File: config.mk
export PLATFORM = sky130hd
export DESIGN_NAME = bcd_rtc
export DESIGN_NICKNAME = d
export VERILOG_FILES = /design/src/hw/rtc_pkg.sv /design/src/hw/bcd_rtc.sv
export SDC_FILE = /design/constraint.sdc
export NUM_CORES = 1
export LEC_CHECK = 0
export BUFFER_PORTS_ARGS = -buffer_cell sky130_fd_sc_hd__buf_2
export CORE_MARGIN = 2
export CORE_UTILIZATION = 58
export CTS_CLUSTER_DIAMETER = 200
export CTS_CLUSTER_SIZE = 40
export DETAILED_ROUTE_END_ITERATION = 6
export GPL_TIMING_DRIVEN = 0
export MAX_ROUTING_LAYER = met4
export PLACE_DENSITY = 0.9
export SYNTH_ARGS = -nofsm -noshare
export SYNTH_HDL_FRONTEND = slang
export SYNTH_SLANG_ARGS = --single-unit
File: constraint.sdc
create_clock -name clk_sys -period 5.1 [get_ports clk_sys]
set_input_delay 0.51 -clock clk_sys [delete_from_list [all_inputs] [get_ports clk_sys]]
set_output_delay 0.51 -clock clk_sys [all_outputs]
set_load 0.05 [all_outputs]
File: src/hw/rtc_pkg.sv
// Shared types and constants of the backup-domain calendar clock
`default_nettype none
package rtc_pkg;
	// Calendar image; ssec counts down from the prescale value
	typedef struct packed {
		logic [14:0] ssec;
		logic pm;
		logic [7:0] sec;
		logic [7:0] min;
		logic [7:0] hour;
		logic [2:0] wday;
		logic [7:0] date;
		logic [7:0] month;
		logic [7:0] year;
	} cal_t;
	// Slow clock source choices
	typedef enum logic [1:0] {SRC_XTAL, SRC_OSC, SRC_LSI, SRC_HSE} src_t;
	localparam int BKP_NUM = 16;
	localparam int BKP_W = 32;
	localparam int TAMP_NUM = 3;
	localparam int WUT_W = 17;
	localparam int SHIFT_W = 15;
	localparam int CAL_WIN_W = 20;
	localparam int CAL_W = 9;
	localparam int FILT_W = 4;
	localparam logic [4:0] HSE_DIV_LAST = 5'h1F;
	localparam logic [5:0] REF50_LAST = 6'h31;
	localparam logic [5:0] REF60_LAST = 6'h3B;
	localparam logic [7:0] SEC_LAST = 8'h59;
	localparam logic [7:0] HOUR24_LAST = 8'h23;
	localparam logic [7:0] HOUR12_LAST = 8'h12;
	localparam logic [7:0] HOUR_11 = 8'h11;
	localparam logic [7:0] HOUR_1 = 8'h01;
	localparam logic [7:0] MONTH_LAST = 8'h12;
	localparam logic [7:0] YEAR_LAST = 8'h99;
	localparam logic [7:0] ONE_BCD = 8'h01;
	localparam logic [7:0] ZERO_BCD = 8'h00;
	localparam logic [2:0] WDAY_FIRST = 3'h1;
	localparam logic [2:0] WDAY_LAST = 3'h7;
	localparam logic [14:0] PRE_RST = 15'h7FFF;
	// Sync bit positions of the pin vector
	localparam int P_XTAL = 0;
	localparam int P_OSC = 1;
	localparam int P_LSI = 2;
	localparam int P_HSE = 3;
	localparam int P_REF = 4;
	localparam int P_TS = 5;
	localparam int P_TAMP = 6;
	localparam int PINS = 9;
endpackage
`default_nettype wire

File: src/hw/bcd_rtc.sv
// Calendar clock with alarms, tamper, timestamp, wake-up and backup words
// What this block does
// Sixteen 32-bit backup words give 64 bytes of retained storage.
// Backup words are never cleared by any reset or wake-up.
// The calendar holds BCD fields with 12-hour or 24-hour hours.
// The date wraps at 28, 29 in leap years, 30 or 31 automatically.
// A 50 Hz or 60 Hz reference can replace the second source.
// Two alarms raise events that drive the wake output.
// A shift request swallows 1 to 32767 slow clock pulses on the fly.
// Calibration adds or drops pulses per 2^20 window, about 1 ppm.
// Three filtered tamper inputs raise events that drive wake.
// Timestamp pin or tamper captures the calendar and drives wake.
// A 17-bit reloading counter flags each expiry and drives wake.
// The slow clock is crystal, oscillator, RC or fast clock over 32.
// Fields carry in order, digits roll at decimal limits.
// Alarm flags are sticky until cleared; a set wins over a clear.
`default_nettype none
module bcd_rtc #(
	parameter int NUM_BKP = rtc_pkg::BKP_NUM
) (
	input wire logic clk_sys,
	input wire logic rstn,
	input wire logic xtal_in,
	input wire logic osc_in,
	input wire logic lsi_in,
	input wire logic hse_in,
	input wire logic ref_in,
	input wire logic ts_in,
	input wire logic [rtc_pkg::TAMP_NUM-1:0] tamp_in,
	input wire rtc_pkg::src_t src_sel,
	input wire logic [14:0] prediv,
	input wire logic fmt12,
	input wire logic time_load,
	input wire rtc_pkg::cal_t time_in,
	input wire logic ref_en,
	input wire logic ref_60,
	input wire logic cal_neg,
	input wire logic [rtc_pkg::CAL_W-1:0] cal_val,
	input wire logic shift_req,
	input wire logic shift_add1s,
	input wire logic [rtc_pkg::SHIFT_W-1:0] shift_val,
	input wire logic [1:0] alm_en,
	input wire rtc_pkg::cal_t alm0,
	input wire rtc_pkg::cal_t alm1,
	input wire logic [1:0] alm_clr,
	input wire logic [rtc_pkg::TAMP_NUM-1:0] tamp_en,
	input wire logic [1:0] tamp_filt,
	input wire logic [rtc_pkg::TAMP_NUM-1:0] tamp_clr,
	input wire logic ts_en,
	input wire logic ts_on_tamp,
	input wire logic ts_clr,
	input wire logic wut_en,
	input wire logic [rtc_pkg::WUT_W-1:0] wut_reload,
	input wire logic wut_clr,
	input wire logic bkp_we,
	input wire logic [3:0] bkp_waddr,
	input wire logic [rtc_pkg::BKP_W-1:0] bkp_wdata,
	input wire logic [3:0] bkp_raddr,
	output logic [rtc_pkg::BKP_W-1:0] bkp_rdata,
	output rtc_pkg::cal_t cal_o,
	output rtc_pkg::cal_t ts_o,
	output logic [1:0] alarm_flag,
	output logic [rtc_pkg::TAMP_NUM-1:0] tamp_flag,
	output logic ts_flag,
	output logic wut_flag,
	output logic wake
);
	import rtc_pkg::*;

	if (NUM_BKP != BKP_NUM) begin : g_chk
		$error("bcd_rtc: backup bank must hold sixteen words");
	end

	typedef struct packed {
		logic [PINS-1:0] s1, s2, s3;
		logic [4:0] hdiv;
		logic [14:0] pre;
		logic [CAL_WIN_W-1:0] win;
		logic [SHIFT_W-1:0] shift;
		logic [5:0] refc;
		cal_t cal;
		cal_t ts;
		logic [1:0] alrm;
		logic [TAMP_NUM-1:0] tamp;
		logic tsf, wutf, wake;
		logic [WUT_W-1:0] wut;
		logic [TAMP_NUM-1:0][FILT_W-1:0] filt;
	} st_t;

	st_t r_r, r_nxt;
	logic [BKP_W-1:0] bkp_mem [BKP_NUM];
	logic [BKP_W-1:0] bkp_rdata_r;

	// BCD step of one field: carry and next value
	function automatic logic [8:0] bcd_inc(logic [7:0] v, logic [7:0] lo,
			logic [7:0] hi);
		if (v == hi)
			return {1'b1, lo};
		if (v[3:0] == 4'h9)
			return {1'b0, v[7:4] + 4'h1, 4'h0};
		return {1'b0, v[7:4], v[3:0] + 4'h1};
	endfunction

	// Last day of a month, leap years every fourth BCD year
	function automatic logic [7:0] mdays(logic [7:0] m, logic [7:0] y);
		logic leap;
		leap = y[4] ? (y[3:0] == 4'h2 || y[3:0] == 4'h6) :
			(y[3:0] == 4'h0 || y[3:0] == 4'h4 || y[3:0] == 4'h8);
		unique case (m)
			8'h02: return leap ? 8'h29 : 8'h28;
			8'h04, 8'h06, 8'h09, 8'h11: return 8'h30;
			default: return 8'h31;
		endcase
	endfunction

	// Alarm match on every field but subsecond and weekday
	function automatic logic match(cal_t a, cal_t b);
		return a.sec == b.sec && a.min == b.min && a.hour == b.hour &&
			a.pm == b.pm && a.date == b.date && a.month == b.month &&
			a.year == b.year;
	endfunction

	logic [PINS-1:0] rise;
	logic raw, eff, dbl, tick, add_sec, day;
	logic [8:0] c;
	logic [3:0] lim;
	logic [TAMP_NUM-1:0] tev;
	logic tsev;

	// Next state of the whole clock
	always_comb begin
		r_nxt = r_r;
		c = '0;
		day = 1'b0;
		r_nxt.s1 = {tamp_in, ts_in, ref_in, hse_in, lsi_in, osc_in, xtal_in};
		r_nxt.s2 = r_r.s1;
		r_nxt.s3 = r_r.s2;
		rise = r_r.s2 & ~r_r.s3;
		// source select
		unique case (src_sel)
			SRC_XTAL: raw = rise[P_XTAL];
			SRC_OSC: raw = rise[P_OSC];
			SRC_LSI: raw = rise[P_LSI];
			SRC_HSE: raw = rise[P_HSE] && r_r.hdiv == HSE_DIV_LAST;
		endcase
		if (rise[P_HSE])
			r_nxt.hdiv = r_r.hdiv + 5'h1;
		// ppm calibration window
		eff = raw;
		dbl = 1'b0;
		if (raw) begin
			r_nxt.win = r_r.win + CAL_WIN_W'(1);
			if (r_r.win < CAL_WIN_W'(cal_val)) begin
				eff = ~cal_neg;
				dbl = ~cal_neg;
			end
		end
		// shift swallows pulses
		if (raw && r_r.shift != '0) begin
			eff = 1'b0;
			r_nxt.shift = r_r.shift - SHIFT_W'(1);
		end
		add_sec = shift_req && shift_add1s;
		if (shift_req)
			r_nxt.shift = shift_val;
		// Prescaler makes the second tick
		tick = 1'b0;
		if (eff) begin
			if (r_r.pre == '0 || (dbl && r_r.pre == 15'h1)) begin
				tick = ~ref_en;
				r_nxt.pre = prediv;
			end else begin
				r_nxt.pre = r_r.pre - (dbl ? 15'h2 : 15'h1);
			end
		end
		// reference second source
		if (ref_en && rise[P_REF]) begin
			r_nxt.refc = r_r.refc + 6'h1;
			if (r_r.refc == (ref_60 ? REF60_LAST : REF50_LAST)) begin
				r_nxt.refc = '0;
				r_nxt.pre = prediv;
				tick = 1'b1;
			end
		end
		// carry chain
		if (tick || add_sec) begin
			c = bcd_inc(r_r.cal.sec, ZERO_BCD, SEC_LAST);
			r_nxt.cal.sec = c[7:0];
			if (c[8]) begin
				c = bcd_inc(r_r.cal.min, ZERO_BCD, SEC_LAST);
				r_nxt.cal.min = c[7:0];
			end
			day = 1'b0;
			if (c[8]) begin
				// 12 or 24 hour stepping
				if (!fmt12) begin
					c = bcd_inc(r_r.cal.hour, ZERO_BCD, HOUR24_LAST);
					r_nxt.cal.hour = c[7:0];
					day = c[8];
				end else if (r_r.cal.hour == HOUR12_LAST) begin
					r_nxt.cal.hour = HOUR_1;
				end else begin
					c = bcd_inc(r_r.cal.hour, HOUR_1, HOUR12_LAST);
					r_nxt.cal.hour = c[7:0];
					if (r_r.cal.hour == HOUR_11) begin
						r_nxt.cal.pm = ~r_r.cal.pm;
						day = r_r.cal.pm;
					end
				end
			end
			if (day) begin
				r_nxt.cal.wday = (r_r.cal.wday == WDAY_LAST) ? WDAY_FIRST :
					r_r.cal.wday + 3'h1;
				// month length
				c = bcd_inc(r_r.cal.date, ONE_BCD,
					mdays(r_r.cal.month, r_r.cal.year));
				r_nxt.cal.date = c[7:0];
				if (c[8]) begin
					c = bcd_inc(r_r.cal.month, ONE_BCD, MONTH_LAST);
					r_nxt.cal.month = c[7:0];
				end
				if (c[8]) begin
					c = bcd_inc(r_r.cal.year, ZERO_BCD, YEAR_LAST);
					r_nxt.cal.year = c[7:0];
				end
			end
		end
		// Software load wins over the running count
		if (time_load) begin
			r_nxt.cal = time_in;
			r_nxt.pre = prediv;
			r_nxt.shift = '0;
		end
		r_nxt.cal.ssec = r_nxt.pre;
		// alarms, set wins over clear
		r_nxt.alrm[0] = (r_r.alrm[0] & ~alm_clr[0]) |
			(alm_en[0] & tick & match(r_nxt.cal, alm0));
		r_nxt.alrm[1] = (r_r.alrm[1] & ~alm_clr[1]) |
			(alm_en[1] & tick & match(r_nxt.cal, alm1));
		// tamper filter: edge or 2, 4, 8 equal samples
		lim = 4'h1 << tamp_filt;
		for (int i = 0; i < TAMP_NUM; i++) begin
			if (tamp_filt == 2'h0) begin
				tev[i] = rise[P_TAMP + i];
			end else begin
				tev[i] = raw && r_r.s2[P_TAMP + i] && r_r.filt[i] == lim - 4'h1;
				if (!r_r.s2[P_TAMP + i])
					r_nxt.filt[i] = '0;
				else if (raw && r_r.filt[i] != lim)
					r_nxt.filt[i] = r_r.filt[i] + 4'h1;
			end
			tev[i] = tev[i] & tamp_en[i];
			r_nxt.tamp[i] = (r_r.tamp[i] & ~tamp_clr[i]) | tev[i];
		end
		// timestamp capture
		tsev = ts_en & (rise[P_TS] | (ts_on_tamp & (|tev)));
		if (tsev)
			r_nxt.ts = r_r.cal;
		r_nxt.tsf = (r_r.tsf & ~ts_clr) | tsev;
		// wake-up counter
		if (!wut_en) begin
			r_nxt.wut = wut_reload;
		end else if (raw) begin
			r_nxt.wut = (r_r.wut == '0) ? wut_reload :
				r_r.wut - WUT_W'(1);
		end
		r_nxt.wutf = (r_r.wutf & ~wut_clr) |
			(wut_en & raw & r_r.wut == '0);
		r_nxt.wake = (|r_nxt.alrm) | (|r_nxt.tamp) | r_nxt.tsf | r_nxt.wutf;
	end

	// State register
	always_ff @(posedge clk_sys or negedge rstn) begin
		if (!rstn) begin
			r_r <= '0;
			r_r.pre <= PRE_RST;
			r_r.cal.date <= ONE_BCD;
			r_r.cal.month <= ONE_BCD;
			r_r.cal.wday <= WDAY_FIRST;
		end else begin
			r_r <= r_nxt;
		end
	end

	// backup bank, no reset of any kind
	always_ff @(posedge clk_sys) begin
		if (bkp_we)
			bkp_mem[bkp_waddr] <= bkp_wdata;
		bkp_rdata_r <= bkp_mem[bkp_raddr];
	end

	assign bkp_rdata = bkp_rdata_r;
	assign cal_o = r_r.cal;
	assign ts_o = r_r.ts;
	assign alarm_flag = r_r.alrm;
	assign tamp_flag = r_r.tamp;
	assign ts_flag = r_r.tsf;
	assign wut_flag = r_r.wutf;
	assign wake = r_r.wake;
endmodule // bcd_rtc
`default_nettype wire

==> impl_metrics.json <==
{
  "status": "finished clean",
  "final_max_slew_viol_count": 0,
  "p_switching_mw": 4.449,
  "critPathRequiredTime_ns": 5.70,
  "power.total_mw": 13.95,
  "dpl.hpwl_um": 95990,
  "syn_nets": 3139,
  "hold_viol": 0,
  "grt_pass1_vias": 26112,
  "clkSinkCount": 803,
  "areaGrowthSynthToFinish_pct": 14.37,
  "vias_per_cell": 6.566,
  "maxSlewHeadroom_pct": 18.89,
  "finalSetupTns_ns": 0,
  "rr_startpoint": "r_r[227]",
  "synth-seq-cells": 803,
  "seqPwrFrac_pct": 55.5,
  "ys_types": 98,
  "synth_cells": 2762,
  "dieWidth_um": 258.9,
  "worst_pin_slew_ns": 1.217,
  "p_clk_share_pct": 20.4,
  "final_util_pct": 67.00,
  "synth_area_leader_cell": "edfxtp_1",
  "gp_congestion": 1.124,
  "hp-class": "primary input to register",
  "io_pins": 509,
  "nets": 3686,
  "drv_cap": 0,
  "final_common_cell": "edfxtp_1",
  "start_util_pct": 58.58,
  "drive_gt1_share_pct": 31.95,
  "crit_type": "register to register",
  "root_buffer": "clkbuf_16",
  "place_ws_ns": -1.136,
  "first_pass_iters": 6,
  "crit_start": "r_r[227]",
  "via_count": 27552,
  "rsz0062_at_grt": "yes",
  "p_int_mw": 9.502,
  "ys_seq_area_share_pct": 59.74,
  "port-buffer-count": 453,
  "post-route-period-util_pct": 99.24,
  "irDropWorstVdd_mv": 0.3081,
  "swShare_pct": 31.89,
  "clk_pin_slew_ns": 0.17,
  "cts_made_buffers": 24,
  "syn_area_um2": 37700,
  "async_flop_share_pct": 32.25,
  "leakagePower_nw": 16.29,
  "fmax_mhz": 197.6,
  "ant_nets": 0,
  "power.density_nw_per_um2": 323.6,
  "synthTopCellsByArea": "edfxtp_1, dfrtp_1, mux4_2",
  "synth_ff_type": "edfxtp_1",
  "worst_slack_ns": 0.03867,
  "cp.arrival_ns": 5.66,
  "ys_warn_count": 0,
  "path_max_fanout": 6,
  "overflow": 0,
  "grt_usage_pct": 38.81,
  "fill_cells": 4525,
  "finalCriticalPeriod_ns": 5.061,
  "die_h_um": 258.9,
  "rows": 93,
  "antenna_found_initial": 13,
  "synth-edff-count": 512,
  "drtIter0Drc": 4051,
  "yosys.area.top_type_share_pct": 40.79,
  "coreArea_um2": 64350,
  "htreeDepth": 1,
  "cts_buffer_depth": 3,
  "setup_viol": 0,
  "layout.cells.non_filler": 4196,
  "totalWireLength_um": 128600,
  "final_cell_mix": "edfxtp_1, buf_2, dfrtp_1",
  "grt_max_degree": 110,
  "clock_latency_ns": 0.64,
  "hp-start": "time_in[24]",
  "fin_skew_ns": 0.05171,
  "syn_area_per_cell_um2": 13.65,
  "combPwrFrac_pct": 24.1,
  "routedWlPerCell_um": 30.65,
  "cts_tree": "yes",
  "place_inst": 4097,
  "grt_pass1_wl_um": 180800,
  "crit_path_start_kind": "register",
  "dieArea_um2": 67050,
  "drc_errors": 0,
  "critPathCaptureType": "register"
}
==> critical path, cell delays in order (launching register included) <==
cell and delay, ns:
dfrtp_1 0.41, ha_1 0.18, and3_1 0.17, ha_1 0.14, nand3b_1 0.15, mux4_2 0.54
buf_4 0.18, buf_4 0.14, or2_2 0.34, nor2_1 0.16, nand4_1 0.15, buf_6 0.21
buf_4 0.14, nand3_1 0.06, nand3_1 0.35, xnor2_1 0.27, o211ai_1 0.10, or4_4 0.56
or4_4 0.64, o21ai_2 0.10
==> layer usage <==
metal / GRT usage, % / wire length (um)
met1: 48.35 / 45110
met2: 62.34 / 62010
met3: 7.040 / 13720
met4: 17.79 / 7761
met5: - / 0
==> Yosys cell counts (41+ instances only) <==
cell type and instances:
edfxtp_1 512, dfrtp_1 241, nor2_1 173, nand2_1 165, mux4_2 161, buf_4 141, o21ai_0 114, a21oi_1 94
inv_1 93, mux2_2 93, clkbuf_1 88, xor2_1 75, xnor2_1 72, nand3_1 55, nor3_1 51, ha_1 41
==> power by group through the flow <==
| stage | Combinational (mW) | Sequential, mW | Clock [mW] |
|---|---|---|---|
| 5_1_grt | 3.52 | 7.79 | 3.06 |
| 4_1_cts | 3.27 | 7.73 | 2.87 |
| 2_1_floorplan | 2.13 | 7.85 | 0 |
| 6_report | 3.36 | 7.74 | 2.85 |
| 3_5_place_dp | 3.24 | 7.86 | 0 |
| 3_3_place_gp | 3.14 | 7.84 | 0 |
==> through the flow <==
step / hold slack (ns) / area (um2)
4_1_cts: 0.01045 / 42660
6_report: 0.03420 / 43110
5_1_grt: 0.02947 / 43110
3_3_place_gp: 0.3324 / 41030
2_1_floorplan: 0.2144 / 37700
3_5_place_dp: 0.3347 / 41620
==> final timing paths <==
path	slack (ns)	cells past startpoint	endpoint
min in group asynchronous	0.40	2	ts_o[61]
hold reg to reg	0.34	0	r_nxt[239]
setup reg to reg	0.04	19	alarm_flag[1]
max in group asynchronous	3.69	3	ts_o[12]
hold / removal	0.03	3	cal_o[24]
setup / recovery	0.04	19	alarm_flag[1]
==> kinds of logic after synthesis <==
logic type	count (synthesis)	synth area share [%]
adder cells (fa/ha/maj)	42	1.414
flip-flops	803	59.74
buffers and inverters	353	4.942
XOR/XNOR	147	3.415
AO/OA/AOI/OAI	450	8.119
AND/OR/NAND/NOR	690	9.350
multiplexers	277	13.02
==> cell type report <==
cell class | count | area, um2 | share of cell area (%)
sequential | 803 | 22520 | 52.24
multi-input combinational | 1606 | 13720 | 31.82
timing repair buffer | 524 | 3141 | 7.284
buffer | 256 | 1544 | 3.581
tap | 855 | 1070 | 2.481
clock buffer | 42 | 668.1 | 1.550
inverter | 94 | 352.8 | 0.8184
clock inverter | 2 | 60.06 | 0.1393
antenna | 14 | 35.03 | 0.08126
==> sequential cells by signal (all words and copies together) (netlist names) <==
name / cells
bkp_rdata: 32
cal_o: 67
wut_flag: 1
tamp_flag: 3
ts_flag: 1
r_r: 99
wake: 1
alarm_flag: 2
ts_o: 67
bkp_mem: 512
r_nxt: 18
==> repair_timing <==
item                                    in CTS  in global routing
endpoints found under the setup margin      40                 65
hold buffers                                11                  0
gates cloned                                 0                  1
pin swaps                                    4                  8
resized for setup                           31                 69
endpoints found under the hold margin       67                  0
buffers inserted                            10                 22
Note: power is estimated with default switching activity, not from simulation.
